--- src/rtl/cbc_pkg.sv ---
// Package of register map, field layout and constants for the capability and brown-out block.
package cbc_pkg;
    // ****************************************************************
    // Register map
    // ****************************************************************
    localparam logic [11:0] ADDR_PERIPHERAL_PRESENCE_B = 12'h014;
    localparam logic [11:0] ADDR_PIN_PRESENCE = 12'h018;
    localparam logic [11:0] ADDR_PORT_PRESENCE = 12'h01C;
    localparam logic [11:0] ADDR_BROWNOUT_CONTROL = 12'h030;
    localparam int ADDR_W = 12;

    // ****************************************************************
    // Fixed capability values
    // ****************************************************************
    localparam logic [31:0] PERIPHERAL_PRESENCE_B_VALUE = 32'h0107_0113;
    localparam logic [31:0] PIN_PRESENCE_VALUE = 32'h173F_01FF;
    localparam logic [31:0] PORT_PRESENCE_VALUE = 32'h0000_001F;

    // ****************************************************************
    // Brown-out control fields
    // ****************************************************************
    localparam int FILTER_COUNT_LSB = 2;
    localparam int FILTER_COUNT_MSB = 15;
    localparam int RESET_SELECT_BIT = 1;
    localparam int NOISE_CHECK_BIT = 0;
    localparam int LANE_W = 8;
    localparam int FILTER_COUNT_W = FILTER_COUNT_MSB - FILTER_COUNT_LSB + 1;
    localparam int FILTER_LOW_W = LANE_W - FILTER_COUNT_LSB;
    localparam logic [13:0] FILTER_COUNT_RESET = 14'h1FFF;
    localparam logic RESET_SELECT_RESET = 1'b0;
    localparam logic NOISE_CHECK_RESET = 1'b1;

    localparam logic [1:0] RESP_OKAY = 2'h0;

    typedef enum logic [1:0] {
        FLT_IDLE,
        FLT_WAIT,
        FLT_HOLD
    } cbc_filter_state_type;
endpackage

--- src/rtl/cbc_capability_brownout.sv ---
// Capability registers and brown-out filter with an AXI4-Lite register slave.
//
// The AXI4-Lite slave port was left to the implementer.
`timescale 1ns/10ps

module cbc_capability_brownout (
    input wire logic aclk,
    input wire logic aresetn,
    input wire logic [cbc_pkg::ADDR_W-1:0] s_axi_awaddr,
    input wire logic s_axi_awvalid,
    output logic s_axi_awready,
    input wire logic [31:0] s_axi_wdata,
    input wire logic [3:0] s_axi_wstrb,
    input wire logic s_axi_wvalid,
    output logic s_axi_wready,
    output logic [1:0] s_axi_bresp,
    output logic s_axi_bvalid,
    input wire logic s_axi_bready,
    input wire logic [cbc_pkg::ADDR_W-1:0] s_axi_araddr,
    input wire logic s_axi_arvalid,
    output logic s_axi_arready,
    output logic [31:0] s_axi_rdata,
    output logic [1:0] s_axi_rresp,
    output logic s_axi_rvalid,
    input wire logic s_axi_rready,
    input wire logic brownout_detector,
    input wire logic internal_oscillator,
    output logic brownout_reset_req,
    output logic brownout_irq_req
);
    import cbc_pkg::*;

    // ****************************************************************
    // Register slave
    // ****************************************************************
    logic aw_held, w_held, next_aw_held, next_w_held;
    logic [ADDR_W-1:0] aw_addr, next_aw_addr;
    logic [31:0] w_data, next_w_data;
    logic [3:0] w_strb, next_w_strb;
    logic next_bvalid, next_arready, next_rvalid, next_awready, next_wready;
    logic [31:0] next_rdata;
    logic [13:0] brownout_filter_count, next_filter_count;
    logic brownout_reset_select, next_reset_select;
    logic brownout_noise_check, next_noise_check;
    logic do_write;

    function automatic logic [31:0] read_word(input logic [ADDR_W-1:0] a,
                                              input logic [31:0] ctl);
        unique case (a)
            ADDR_PERIPHERAL_PRESENCE_B: read_word = PERIPHERAL_PRESENCE_B_VALUE;
            ADDR_PIN_PRESENCE: read_word = PIN_PRESENCE_VALUE;
            ADDR_PORT_PRESENCE: read_word = PORT_PRESENCE_VALUE;
            ADDR_BROWNOUT_CONTROL: read_word = ctl;
            default: read_word = 32'h0000_0000;
        endcase
    endfunction

    logic [31:0] ctl_word;
    always_comb begin
        ctl_word = 32'h0000_0000;
        ctl_word[FILTER_COUNT_MSB:FILTER_COUNT_LSB] = brownout_filter_count;
        ctl_word[RESET_SELECT_BIT] = brownout_reset_select;
        ctl_word[NOISE_CHECK_BIT] = brownout_noise_check;
    end

    assign do_write = aw_held && w_held && !s_axi_bvalid;

    always_comb begin
        next_aw_held = aw_held;
        next_w_held = w_held;
        next_aw_addr = aw_addr;
        next_w_data = w_data;
        next_w_strb = w_strb;
        next_bvalid = s_axi_bvalid;
        next_filter_count = brownout_filter_count;
        next_reset_select = brownout_reset_select;
        next_noise_check = brownout_noise_check;
        if (s_axi_awvalid && s_axi_awready) begin
            next_aw_held = 1'b1;
            next_aw_addr = s_axi_awaddr;
        end
        if (s_axi_wvalid && s_axi_wready) begin
            next_w_held = 1'b1;
            next_w_data = s_axi_wdata;
            next_w_strb = s_axi_wstrb;
        end
        if (do_write) begin
            // Capability offsets fall through: the write is dropped but still answered.
            if (aw_addr == ADDR_BROWNOUT_CONTROL) begin
                if (w_strb[0]) begin
                    next_filter_count[FILTER_LOW_W-1:0] = w_data[LANE_W-1:FILTER_COUNT_LSB];
                    next_reset_select = w_data[RESET_SELECT_BIT];
                    next_noise_check = w_data[NOISE_CHECK_BIT];
                end
                if (w_strb[1]) begin
                    next_filter_count[FILTER_COUNT_W-1:FILTER_LOW_W] = w_data[FILTER_COUNT_MSB:LANE_W];
                end
            end
            next_bvalid = 1'b1;
            next_aw_held = 1'b0;
            next_w_held = 1'b0;
        end else if (s_axi_bvalid && s_axi_bready) begin
            next_bvalid = 1'b0;
        end
        next_awready = !next_aw_held && !next_bvalid;
        next_wready = !next_w_held && !next_bvalid;
    end

    always_comb begin
        next_arready = 1'b0;
        next_rvalid = s_axi_rvalid;
        next_rdata = s_axi_rdata;
        if (s_axi_arvalid && s_axi_arready) begin
            next_rvalid = 1'b1;
            next_rdata = read_word(s_axi_araddr, ctl_word);
        end else if (s_axi_rvalid && s_axi_rready) begin
            next_rvalid = 1'b0;
        end else if (!s_axi_rvalid && s_axi_arvalid && !s_axi_arready) begin
            next_arready = 1'b1;
        end
    end

    always_ff @(posedge aclk) begin
        if (!aresetn) begin
            aw_held <= 1'b0;
            w_held <= 1'b0;
            aw_addr <= '0;
            w_data <= 32'h0000_0000;
            w_strb <= 4'h0;
            s_axi_bvalid <= 1'b0;
            s_axi_awready <= 1'b0;
            s_axi_wready <= 1'b0;
            s_axi_arready <= 1'b0;
            s_axi_rvalid <= 1'b0;
            s_axi_rdata <= 32'h0000_0000;
            brownout_filter_count <= FILTER_COUNT_RESET;
            brownout_reset_select <= RESET_SELECT_RESET;
            brownout_noise_check <= NOISE_CHECK_RESET;
        end else begin
            aw_held <= next_aw_held;
            w_held <= next_w_held;
            aw_addr <= next_aw_addr;
            w_data <= next_w_data;
            w_strb <= next_w_strb;
            s_axi_bvalid <= next_bvalid;
            s_axi_awready <= next_awready;
            s_axi_wready <= next_wready;
            s_axi_arready <= next_arready;
            s_axi_rvalid <= next_rvalid;
            s_axi_rdata <= next_rdata;
            brownout_filter_count <= next_filter_count;
            brownout_reset_select <= next_reset_select;
            brownout_noise_check <= next_noise_check;
        end
    end

    // Ready is a registered copy of the inverted next held flag, gated by bvalid, so each channel takes one item per write.
    assign s_axi_bresp = RESP_OKAY;
    assign s_axi_rresp = RESP_OKAY;

    // ****************************************************************
    // Input synchronisers
    // ****************************************************************
    logic [2:0] det_sync, osc_sync;
    logic det_level, next_det_level, osc_level, next_osc_level;
    logic osc_tick;

    always_comb begin
        next_det_level = det_level;
        next_osc_level = osc_level;
        if (det_sync[1] == det_sync[2]) begin
            next_det_level = det_sync[2];
        end
        if (osc_sync[1] == osc_sync[2]) begin
            next_osc_level = osc_sync[2];
        end
    end

    always_ff @(posedge aclk) begin
        if (!aresetn) begin
            det_sync <= 3'h0;
            osc_sync <= 3'h0;
            det_level <= 1'b0;
            osc_level <= 1'b0;
        end else begin
            det_sync <= {det_sync[1:0], brownout_detector};
            osc_sync <= {osc_sync[1:0], internal_oscillator};
            det_level <= next_det_level;
            osc_level <= next_osc_level;
        end
    end

    // One tick per internal oscillator period, taken on its rising edge.
    assign osc_tick = next_osc_level && !osc_level;

    // ****************************************************************
    // Brown-out filter
    // ****************************************************************
    cbc_filter_state_type state, next_state;
    logic [13:0] wait_count, next_wait_count;
    logic next_reset_req, next_irq_req;
    logic report;

    always_comb begin
        next_state = state;
        next_wait_count = wait_count;
        report = 1'b0;
        unique case (state)
            FLT_IDLE: begin
                if (det_level) begin
                    if (brownout_noise_check) begin
                        next_state = FLT_WAIT;
                        next_wait_count = brownout_filter_count;
                    end else begin
                        report = 1'b1;
                        next_state = FLT_HOLD;
                    end
                end
            end
            FLT_WAIT: begin
                if (wait_count == 14'h0000) begin
                    // a deasserted detector here is dropped as noise.
                    next_state = det_level ? FLT_HOLD : FLT_IDLE;
                    report = det_level;
                end else if (osc_tick) begin
                    next_wait_count = wait_count - 14'h0001;
                end
            end
            FLT_HOLD: begin
                // Report held every cycle while the detector stays asserted; rearm once the detector falls.
                report = det_level;
                if (!det_level) begin
                    next_state = FLT_IDLE;
                end
            end
        endcase
        next_reset_req = report && brownout_reset_select;
        next_irq_req = report && !brownout_reset_select;
    end

    always_ff @(posedge aclk) begin
        if (!aresetn) begin
            state <= FLT_IDLE;
            wait_count <= 14'h0000;
            brownout_reset_req <= 1'b0;
            brownout_irq_req <= 1'b0;
        end else begin
            state <= next_state;
            wait_count <= next_wait_count;
            brownout_reset_req <= next_reset_req;
            brownout_irq_req <= next_irq_req;
        end
    end

    // ****************************************************************
    // Assertions
    // ****************************************************************
    property p_cap_read;
        @(posedge aclk) disable iff (!aresetn)
        (s_axi_arvalid && s_axi_arready && s_axi_araddr == ADDR_PORT_PRESENCE)
        |=> s_axi_rvalid && s_axi_rdata == PORT_PRESENCE_VALUE;
    endproperty
    a_cap_read: assert property (p_cap_read) else $error("port presence misread");

    property p_cap_const;
        @(posedge aclk) disable iff (!aresetn)
        (s_axi_arvalid && s_axi_arready && s_axi_araddr == ADDR_PIN_PRESENCE)
        |=> s_axi_rdata == PIN_PRESENCE_VALUE;
    endproperty
    a_cap_const: assert property (p_cap_const) else $error("pin presence misread");

    property p_nocheck_now;
        @(posedge aclk) disable iff (!aresetn)
        (state == FLT_IDLE && det_level && !brownout_noise_check)
        |=> (brownout_reset_req || brownout_irq_req);
    endproperty
    a_nocheck_now: assert property (p_nocheck_now) else $error("no immediate report");

    property p_noise_drop;
        @(posedge aclk) disable iff (!aresetn)
        (state == FLT_WAIT && wait_count == 14'h0000 && !det_level)
        |=> !brownout_reset_req && !brownout_irq_req && state == FLT_IDLE;
    endproperty
    a_noise_drop: assert property (p_noise_drop) else $error("noise reported");

    property p_wait_quiet;
        @(posedge aclk) disable iff (!aresetn)
        (state == FLT_WAIT && wait_count != 14'h0000) |=> !brownout_reset_req && !brownout_irq_req;
    endproperty
    a_wait_quiet: assert property (p_wait_quiet) else $error("report during wait");

    property p_select;
        @(posedge aclk) disable iff (!aresetn)
        brownout_reset_req |-> $past(brownout_reset_select) && !brownout_irq_req;
    endproperty
    a_select: assert property (p_select) else $error("wrong signal method");

    property p_cap_write;
        @(posedge aclk) disable iff (!aresetn)
        (do_write && aw_addr != ADDR_BROWNOUT_CONTROL) |=> $stable(ctl_word) && s_axi_bvalid;
    endproperty
    a_cap_write: assert property (p_cap_write) else $error("capability write had effect");

    property p_reserved;
        @(posedge aclk) disable iff (!aresetn)
        ctl_word[31:16] == 16'h0000;
    endproperty
    a_reserved: assert property (p_reserved) else $error("reserved bits nonzero");

    property p_reset_val;
        @(posedge aclk) !aresetn |=> brownout_filter_count == FILTER_COUNT_RESET
            && brownout_noise_check && !brownout_reset_select;
    endproperty
    a_reset_val: assert property (p_reset_val) else $error("bad control reset");

    c_write: cover property (@(posedge aclk) disable iff (!aresetn) s_axi_bvalid && s_axi_bready);
    c_read: cover property (@(posedge aclk) disable iff (!aresetn) s_axi_rvalid && s_axi_rready);
    c_filtered: cover property (@(posedge aclk) disable iff (!aresetn)
        state == FLT_WAIT ##1 brownout_irq_req);
    c_noise: cover property (@(posedge aclk) disable iff (!aresetn)
        state == FLT_WAIT ##1 state == FLT_IDLE);
endmodule

--- config.mk ---
export PLATFORM = sky130hd
export DESIGN_NAME = cbc_capability_brownout
export DESIGN_NICKNAME = d
export VERILOG_FILES = /design/src/rtl/cbc_pkg.sv /design/src/rtl/cbc_capability_brownout.sv
export SDC_FILE = /design/constraint.sdc
export NUM_CORES = 1
export LEC_CHECK = 0
export ABC_AREA = 0
export BUFFER_PORTS_ARGS = -buffer_cell sky130_fd_sc_hd__buf_4
export CORE_MARGIN = 5
export CORE_UTILIZATION = 52
export DETAILED_ROUTE_END_ITERATION = 10
export PLACE_DENSITY = 0.79
export SLEW_MARGIN = 20
export SYNTH_ARGS = -nofsm -noshare
export SYNTH_HDL_FRONTEND = slang
export SYNTH_SLANG_ARGS = --single-unit
--- constraint.sdc ---
create_clock -name aclk -period 2.75 [get_ports aclk]
set_input_delay 0.55 -clock aclk [delete_from_list [all_inputs] [get_ports aclk]]
set_output_delay 0.55 -clock aclk [all_outputs]
set_load 0.005 [all_outputs]
==> key figures, run 1 <==
STA
  – Setup tns final: 0 ns
  – Setup ws final: 0.250 ns
  – Achievable frequency: 400 MHz
  – Worst slew pin tran: 0.666 ns
  – Tcrit/Tclk final: 0.909
  – Slew margin rel.: 0.556
  – Post-Route Skew: 0.0178 ns
  – Hold Vio Cnt, Final: 0
  – Max-slew violation count: 0
  – Count of final setup violators: 0
  – Min Hold Slack: between 0.4 and 0.5 ns
  – Final min period: 2.50 ns
  – RSZ-0062 raised after global routing: false

Critical path
  – Slowest-stage cell, CP: or4b_1
  – WP buf/inv: 1
  – CP arrival: between 2 and 3 ns
  – Worst setup EP type: flip-flop
  – CP cell instances: inv_1, ha_1, or4b_1, nor4_1, o21ai_0, a311oi_1, a211oi_1
  – CP required: 2.97 ns
  – Startpoint Class: flip-flop
  – Kind of critical path: flip-flop to flip-flop
  – CP top delay family: simple AND/OR/NAND/NOR gates
  – R2R setup slack: between 0.2 and 0.25 ns
  – Maximum fanout along the worst path: 7
  – Crit path largest cell delay: 0.59 ns

Placed design
  – Pre-CTS WS: roughly 0.34 ns
  – I/O Buffers: 83
  – HPWL Detailed: approximately 6.7 mm
  – Dpl cells: about 660
  – RD Place Congestion: between 0.8 and 0.9

Layout
  – Nets: 645
  – Final core utilization: 0.636
  – Post-route insts no fill: 679
  – Proportion of layout cells with a drive suffix above 1: 0.201
  – Antenna fix cells: 0
  – Layout area overhead: 19.0%
  – Fillers: 665

Clock network
  – Post-cts sizing count: 0
  – Num CTS Buffers: 9
  – Skew-Pair Late Insertion Delay: 0.37 ns
  – Clk pin slew, worst setup/hold paths: 0.09 ns
  – Setup Fix Bufs, Post-CTS: 0
  – Clk buf depth: 2
  – CTS Sinks: 97
  – Clock Root Buffer: clkbuf_8
  – CTS tree: done
  – Hold Buf Count CTS: 0
  – # H-tree levels: 3

Global routing
  – Global-route wire length before repair: approximately 15 mm
  – Global route total overflow: 0
  – Initial antenna violation count: 0
  – Vias in the first global route: 3,372
  – Total Routing Usage GR: 0.186
  – Largest net degree at the start of global routing: 42

Floorplan
  – Starting Density: 0.535
  – Placeable core area: 0.00773 mm2
  – Die X: 99.2 um
  – DIE AREA: 0.00983 mm2
  – FP Rows: 32
  – Chip height: 99.2 um
  – I/O Pins: around 110

Run
  – Maxcap violations: 0

Drt
  – Drt via density: 5.46
  – Per-cell routed wire length: 13.8 um
  – DR pass1 iterations: 5
  – Vias: 3,705
  – DRC errors left: 0
  – Starting DRT DRC Count: between 150 and 200
  – Final ANT Viol Nets: 0
  – Total length of routed wires: 9.36 mm

Synth
  – Top cell type's share of synthesized area: 0.470
  – Sequential share of the synthesized area: 0.470
  – Ys flop type: dfxtp_1
  – Most numerous cell in the Yosys netlist: dfxtp_1
  – Synth Cell Area: 0.00413 mm2
  – Yosys warnings: 0
  – Post-Synth Adder-Cell Area: 0.0121
  – Yosys cell types: 53
  – Post-synth top cells: 97 x dfxtp_1, 92 x nand2_1, 79 x a21oi_1
  – Main combinational cell family by area after synthesis: simple AND/OR/NAND/NOR gates
  – Largest area contributor in the netlist: dfxtp_1
  – Syn Area/Cell: 8.14 um2
  – Post-Synth XOR/XNOR Area: 0.00212
  – Asr flop ratio synth: 0
  – Multiplexer share of the synthesized area: 0.00727
  – Cells after synthesis: 508
  – Compound-Gate Fraction of Synth Area: 0.204
  – Number of synthesized flops with an enable pin: 0
  – Seq cells post-synth: between 90 and 100
  – Synth Area in Simple Gates: 0.231
  – Ranking of synthesized cells by area: dfxtp_1 47%, a21oi_1 9.6%, nand2_1 8.4%

Power
  – Worst vdd ir: 0.325 mV
  – Cell Pwr Density: between 700 and 800 mW/mm2
  – Pleak: 2.05 nW

Worst hold path
  – Hold/Removal Path Class: primary input to flip-flop

Outcome
  – Status: completed
## per-layer routing
| metal | track usage | part of all wire |
|---|---|---|
| met1 | 0.232 | 0.44 |
| met2 | 0.309 | 0.47 |
| met3 | 0.0407 | 0.072 |
| met4 | 0.0798 | 0.025 |
| met5 | 0 | 0 |
## area by class of cell
cell class / count / area [um2] / area share
Sequential cell: 97 / 1940 / 0.395
Multi-Input combinational cell: 363 / 1920 / 0.391
Timing Repair Buffer: 92 / 691 / 0.140
Clock buffer: 10 / 128 / 0.0260
Tap cell: 102 / 128 / 0.0260
Clock inverter: 6 / 71.3 / 0.0145
Inverter: 9 / 33.8 / 0.00687
## logic make-up after synthesis
group | count (synthesis)
simple gates | 202
compound gates | 143
buf+inv | 57
xor+xnor | 1
mux | 3
fa+ha+maj | 4
other cells | 1
flops | 97
## path summary, 6_finish.rpt
kind | start | endpoint | cells past startpoint
worst max-delay path | wait_count[0] | state[1] | 7
worst min-delay path | brownout_detector | det_sync[0] | 2
worst max register to register | wait_count[0] | state[1] | 7
worst min register to register | det_sync[0] | det_sync[1] | 1
## power by group
part / switching [W] / internal [W] / leakage [nW] / total, W
combinational: 0.000771 / 0.000500 / 1.16 / 0.00127
clock: 0.000498 / 0.000432 / 0.0992 / 0.000931
sequential: 0.000133 / 0.00154 / 0.789 / 0.00167
## metrics by stage
| stage | power, W | instance area (um2) |
|---|---|---|
| after floorplan | 0.00272 | 4170 |
| after global placement | 0.00290 | 4720 |
| after detailed placement | 0.00295 | 4720 |
| after CTS | 0.00388 | 4920 |
| after global routing | 0.00413 | 4920 |
| final | 0.00387 | 4920 |
## cells in the final DEF (no fill, tap or decap), drive strengths merged, types with 2 or more instances in the layout
cell    netlist  routed
or4           4       4
a211o         2       2
nor3b         2       2
nor3         15      15
buf          25      92
a22o          7       7
or4b          3       3
a21o          2       2
o31ai         3       3
a211oi        3       3
nand2        94      94
or3           6       6
nor4          7       7
dfxtp        97      97
a31oi         2       2
a21boi        2       2
nor2         42      42
and2          9       9
o31a          2       2
clkbuf       23      10
nand3         7       7
o211ai        3       3
nor2b         5       5
conb          1      10
clkinv        1       2
ha            4       4
a21oi        80      80
o32ai         6       6
o21ai        26      26
nand2b        4       4
nand3b        3       3
inv           8      11
mux2i         3       3
## flip-flops by register name, summed over array words and instances, names as in the netlist
signal / cells
s_axi_awready: 1
s_axi_rdata: 18
s_axi_arready: 1
s_axi_wready: 1
brownout_noise_check: 1
det_level: 1
w_strb: 2
det_sync: 3
brownout_reset_req: 1
brownout_filter_count: 14
brownout_irq_req: 1
w_data: 16
osc_sync: 3
state: 2
wait_count: 14
osc_level: 1
w_held: 1
s_axi_rvalid: 1
brownout_reset_select: 1
aw_addr: 12
s_axi_bvalid: 1
aw_held: 1
No activity file was read; power rests on OpenSTA's default activity.
==> run 2: changes to the inputs <==
--- a/config.mk
+++ b/config.mk
@@ -11,6 +11,7 @@
 export CORE_UTILIZATION = 52
 export DETAILED_ROUTE_END_ITERATION = 10
 export PLACE_DENSITY = 0.79
+export RECOVER_POWER = 50
 export SLEW_MARGIN = 20
 export SYNTH_ARGS = -nofsm -noshare
 export SYNTH_HDL_FRONTEND = slang
==> key figures, run 2 (synthesis results as in run 1) <==
Layout
  – Commonest non-fill, non-tap cells in the layout: 97 x dfxtp_1, 92 x nand2_1, 79 x a21oi_1
  – Post-route insts no fill: 679 (unchanged)
  – Proportion of layout cells with a drive suffix above 1: 0.192 (-0.00867)
  – Largest registers: s_axi_rdata (18), w_data (16)
  – Nets: 645 (unchanged)
  – Antenna fix cells: 0 (unchanged)
  – Register Area: 0.00194 mm2 (unchanged)
  – Commonest non-fill, non-tap cell in the layout: dfxtp_1
  – Layout area overhead: 18.5%
  – Multi-input logic area: 0.00192 mm2 (unchanged)
  – Top reg by flops: s_axi_rdata
  – Max FFs per register: 18 (unchanged)
  – Final instance area: 0.00490 mm2 (-0.38%)
  – Fillers: 674 (+1.4%)
  – Final core utilization: 0.634 (-0.00243)

Clock network
  – Skew-Pair Late Insertion Delay: 0.37 ns (about the same)
  – Clk buf depth: 2 (unchanged)
  – Hold Buf Count CTS: 0 (unchanged)
  – Post-cts sizing count: 0 (unchanged)
  – Setup Fix Bufs, Post-CTS: 0 (unchanged)
  – CTS Sinks: 97 (unchanged)
  – Clk pin slew, worst setup/hold paths: 0.09 ns (about the same)
  – Clock Root Buffer: clkbuf_8
  – CTS tree: done
  – Num CTS Buffers: 9 (unchanged)
  – # H-tree levels: 3 (unchanged)

Floorplan
  – Placeable core area: 0.00773 mm2 (unchanged)
  – FP Rows: 32 (unchanged)
  – DIE AREA: 0.00983 mm2 (unchanged)
  – Die X: 99.2 um (unchanged)
  – I/O Pins: 112 (unchanged)
  – Chip height: 99.2 um (unchanged)
  – Starting Density: 0.535 (unchanged)

Power
  – Worst vdd ir: 0.326 mV (+0.17%)
  – Cell Pwr Density: 790 mW/mm2 (+0.24%)
  – Pleak: 2.02 nW (-1.4%)
  – PnR Total Power: 0.00387 W (-0.15%)

Placed design
  – RD Place Congestion: 0.856 (unchanged)
  – Instance area after placement: 0.00472 mm2 (unchanged)
  – I/O Buffers: 83 (unchanged)
  – Dpl cells: 663 (unchanged)
  – HPWL Detailed: 6.72 mm (unchanged)

Drt
  – Drt via density: 5.40 (-1.1%)
  – DRC errors left: 0 (unchanged)
  – Vias: 3,664 (-1.1%)
  – Total length of routed wires: 9.25 mm (-1.1%)
  – Final ANT Viol Nets: 0 (unchanged)
  – DR pass1 iterations: 4 (-1)
  – Per-cell routed wire length: 13.6 um (-1.1%)
  – Starting DRT DRC Count: 165 (-8.3%)

Critical path
  – Beginning of the critical path: wait_count[0]
  – WP buf/inv: 1 (unchanged)
  – CP arrival: 2.71 ns (about the same)
  – CP required: 2.97 ns (about the same)
  – Crit path largest cell delay: 0.58 ns (about the same)
  – Startpoint Class: flip-flop
  – Slowest-stage cell, CP: or4b_1
  – Worst setup EP type: flip-flop
  – Maximum fanout along the worst path: 7 (unchanged)
  – Kind of critical path: flip-flop to flip-flop
  – CP cell instances: inv_1, ha_1, or4b_1, nor4_1, o21ai_0, a311oi_1, a211oi_1
  – Worst flop-to-flop path startpoint: wait_count[0]
  – CP top delay family: simple AND/OR/NAND/NOR gates

STA
  – Final min period: 2.49 ns (-0.0103 ns)
  – Setup tns final: 0 ns (unchanged)
  – Worst slew pin tran: 1.48 ns (+0.812 ns)
  – Hold Vio Cnt, Final: 0 (unchanged)
  – Max-slew violation count: 0 (unchanged)
  – Tcrit/Tclk final: 0.905 (-0.00376)
  – Slew margin rel.: 0.0148 (-0.541)
  – RSZ-0062 raised after global routing: false
  – Achievable frequency: 402 MHz (+0.41%)
  – Count of final setup violators: 0 (unchanged)
  – Post-Route Skew: 0.0196 ns (+0.00181 ns)

Global routing
  – Vias in the first global route: 3,372 (unchanged)
  – Largest net degree at the start of global routing: 42 (unchanged)
  – Global-route wire length before repair: 15.1 mm (unchanged)
  – Most used routing layer: met2
  – Grt met1 use: 0.232 (unchanged)
  – Total Routing Usage GR: 0.186 (unchanged)
  – Met3 GRT Util: 0.0407 (unchanged)
  – Met2 Usage GRT: 0.309 (unchanged)
  – Global route total overflow: 0 (unchanged)
  – Initial antenna violation count: 0 (unchanged)

Run
  – Maxcap violations: 0 (unchanged)

Outcome
  – Status: completed

Worst hold path
  – Hold Startpoint: brownout_detector
  – Hold/Removal Path Class: primary input to flip-flop
==> run 2: layout make-up <==
type | instances | share of cell area
clock buffer | 10 | 0.0261
clock inverter | 6 | 0.0146
inverter | 9 | 0.00690
multi-input combinational | 363 | 0.393
sequential | 97 | 0.396
tap | 102 | 0.0261
timing repair buffer | 92 | 0.137
==> run 2: layer usage <==
layer  vias up  part of all wire
met5         -                 0
met4         0             0.017
met3        16             0.073
met2       120              0.48
met1      1666              0.43
li1       1862                 -
==> run 2: final timing paths <==
kind,slack [ns],endpoint,cells after the start
max,0.26,state[1],7
min reg2reg,0.44,det_sync[1],1
max reg2reg,0.26,state[1],7
min,0.40,det_sync[0],2
==> run 2: where the power goes <==
part,total (W),leakage [nW],internal (W),switching [W]
registers,0.00167,0.789,0.00154,0.000131
clock network,0.000931,0.0992,0.000432,0.000498
logic,0.00127,1.13,0.000498,0.000768
total,0.00387,2.02,0.00247,0.00140
==> run 2: per-stage QoR <==
| step | setup WS [ns] | hold slack [ns] |
|---|---|---|
| 6_report | 0.260 | 0.400 |
| 2_1_floorplan | 0.554 | 0.412 |
| 3_5_place_dp | 0.344 | 0.419 |
| 5_1_grt | 0.0147 | 0.401 |
| 4_1_cts | 0.264 | 0.391 |
| 3_3_place_gp | 0.379 | 0.416 |
==> run 3: changes to the inputs <==
--- a/config.mk
+++ b/config.mk
@@ -7,7 +7,7 @@
 export LEC_CHECK = 0
 export ABC_AREA = 0
 export BUFFER_PORTS_ARGS = -buffer_cell sky130_fd_sc_hd__buf_4
-export CORE_MARGIN = 5
+export CORE_MARGIN = 10
 export CORE_UTILIZATION = 52
 export DETAILED_ROUTE_END_ITERATION = 10
 export PLACE_DENSITY = 0.79
==> key figures, run 3 (synthesis results as in run 1) <==
Clock network
  – # H-tree levels: 3 (unchanged)
  – Clk pin slew, worst setup/hold paths: 0.09 ns (about the same)
  – CTS Sinks: 97 (unchanged)
  – Clk buf depth: 2 (unchanged)
  – Hold Buf Count CTS: 0 (unchanged)
  – CTS tree: done
  – Num CTS Buffers: 9 (unchanged)
  – Setup Fix Bufs, Post-CTS: 0 (unchanged)
  – Clock Root Buffer: clkbuf_8
  – Skew-Pair Late Insertion Delay: 0.36 ns (about the same)
  – Post-cts sizing count: 0 (unchanged)

STA
  – Achievable frequency: 391 MHz (-2.6%)
  – Setup tns final: 0 ns (unchanged)
  – Post-Route Skew: 0.0111 ns (-0.00844 ns)
  – Max-slew violation count: 39 (+39)
  – Final min period: 2.56 ns (+0.0657 ns)
  – Worst slew pin tran: 1.58 ns (+0.103 ns)
  – Slew margin rel.: -0.0538 (-0.0686)
  – Hold Vio Cnt, Final: 0 (unchanged)
  – RSZ-0062 raised after global routing: false
  – Min Hold Slack: 0.393 ns (-0.00698 ns)
  – Count of final setup violators: 0 (unchanged)
  – Tcrit/Tclk final: 0.929 (+0.0239)

Critical path
  – Beginning of the critical path: wait_count[0]
  – CP arrival: 2.78 ns (+0.07 ns)
  – Maximum fanout along the worst path: 7 (unchanged)
  – Crit path largest cell delay: 0.60 ns (+0.02 ns)
  – Worst setup EP type: flip-flop
  – Startpoint Class: flip-flop
  – Kind of critical path: flip-flop to flip-flop
  – Worst flop-to-flop path startpoint: wait_count[0]
  – CP required: 2.97 ns (about the same)
  – CP cell instances: inv_1, ha_1, or4b_1, nor4_1, o21ai_0, a311oi_1, a211oi_1
  – Slowest-stage cell, CP: or4b_1

Outcome
  – Status: finished, violations left
  – Failing checks: capacitance limit, slew limit

Placed design
  – RD Place Congestion: 0.888 (+3.7%)
  – I/O Buffers: 83 (unchanged)
  – HPWL Detailed: 7.40 mm (+10%)
  – Dpl cells: 663 (unchanged)

Layout
  – Layout area overhead: 19.3%
  – Proportion of layout cells with a drive suffix above 1: 0.191 (-0.00140)
  – Antenna fix cells: 0 (unchanged)
  – Top reg by flops: s_axi_rdata
  – Nets: 645 (unchanged)
  – Max FFs per register: 18 (unchanged)
  – Post-route insts no fill: 678 (-0.15%)
  – Commonest non-fill, non-tap cells in the layout: 97 x dfxtp_1, 92 x nand2_1, 79 x a21oi_1
  – Fillers: 687 (+1.9%)
  – Largest registers: s_axi_rdata (18), w_data (16)
  – Commonest non-fill, non-tap cell in the layout: dfxtp_1

Drt
  – DRC errors left: 0 (unchanged)
  – Per-cell routed wire length: 14.9 um (+9.2%)
  – Final ANT Viol Nets: 0 (unchanged)
  – DR pass1 iterations: 5 (+1)
  – Drt via density: 5.47 (+1.5%)
  – Total length of routed wires: 10.1 mm (+9.0%)
  – Vias: 3,712 (+1.3%)
  – Starting DRT DRC Count: 190 (+15%)

Power
  – Pleak: 2.03 nW (+0.53%)
  – Worst vdd ir: 0.461 mV (+41%)
  – Cell Pwr Density: 818 mW/mm2 (+3.5%)
  – PnR Total Power: 0.00403 W (+4.2%)

Global routing
  – Global route total overflow: 0 (unchanged)
  – Global-route wire length before repair: 16.6 mm (+9.6%)
  – Vias in the first global route: 3,617 (+7.3%)
  – Initial antenna violation count: 0 (unchanged)
  – Total Routing Usage GR: 0.169 (-0.0167)
  – Largest net degree at the start of global routing: 41 (-2.4%)

Floorplan
  – Placeable core area: 0.00773 mm2 (unchanged)
  – Chip height: 109 um (+10%)
  – FP Rows: 32 (unchanged)
  – DIE AREA: 0.0119 mm2 (+21%)
  – I/O Pins: 112 (unchanged)
  – Die X: 109 um (+10%)
  – Starting Density: 0.535 (unchanged)

Worst hold path
  – Hold/Removal Path Class: primary input to flip-flop
  – Hold Startpoint: brownout_detector

Run
  – Maxcap violations: 1 (+1)
[run 3: changes by cell type in the layout (fill, tap and decap cells not counted)]
cell and change:
inv_6 -2, clkinvlp_4 +1, and2_0 -2, and2_1 +2, inv_8 -1, clkinv_2 -1, bufinv_16 +2
[run 3: layer usage]
layer	track usage	vias to the layer above	wire, um
li1	-	1860	-
met1	0.197	1677	4200
met2	0.288	156	4810
met3	0.0407	19	837
met4	0.0725	0	236
met5	0	-	0
[run 3: per-stage QoR]
stage / util / setup WS (ns) / instance area (um2)
2_1_floorplan: - / 0.554 / 4170
3_3_place_gp: 0.611 / 0.372 / 4720
3_5_place_dp: 0.611 / 0.290 / 4720
4_1_cts: 0.641 / 0.273 / 4950
5_1_grt: 0.638 / 0.0868 / 4930
6_report: 0.638 / 0.194 / 4930
[run 3: power by group]
group          switching (W)  leakage (nW)  internal, W
registers           0.000131         0.789      0.00154
logic               0.000796          1.13     0.000498
clock network       0.000468         0.109     0.000599
[run 3: worst max-delay path, delay by kind of cell (launching register included)]
family | cells | cell delay (ns)
AOI/OAI and AO/OA | 3 | 0.66
DFF | 1 | 0.37
and+or+nand+nor | 2 | 1.11
buffers and inverters | 1 | 0.10
adders and majority gates | 1 | 0.18
[run 3: final timing paths]
path	endpoint	slack [ns]	cells after the start
max reg2reg	state[1]	0.19	7
min	det_sync[0]	0.39	2
min reg2reg	osc_sync[1]	0.44	1
max	state[1]	0.19	7
[run 3: final cells by class]
cell class                      instances  area, um2  share of cell area
Clock inverter                          5        105              0.0213
Inverter                                9       33.8             0.00685
Clock buffer                           10        128              0.0259
Tap cell                              102        128              0.0259
Timing Repair Buffer                   92        672               0.136
Multi-Input combinational cell        363       1920               0.390
Sequential cell                        97       1940               0.394
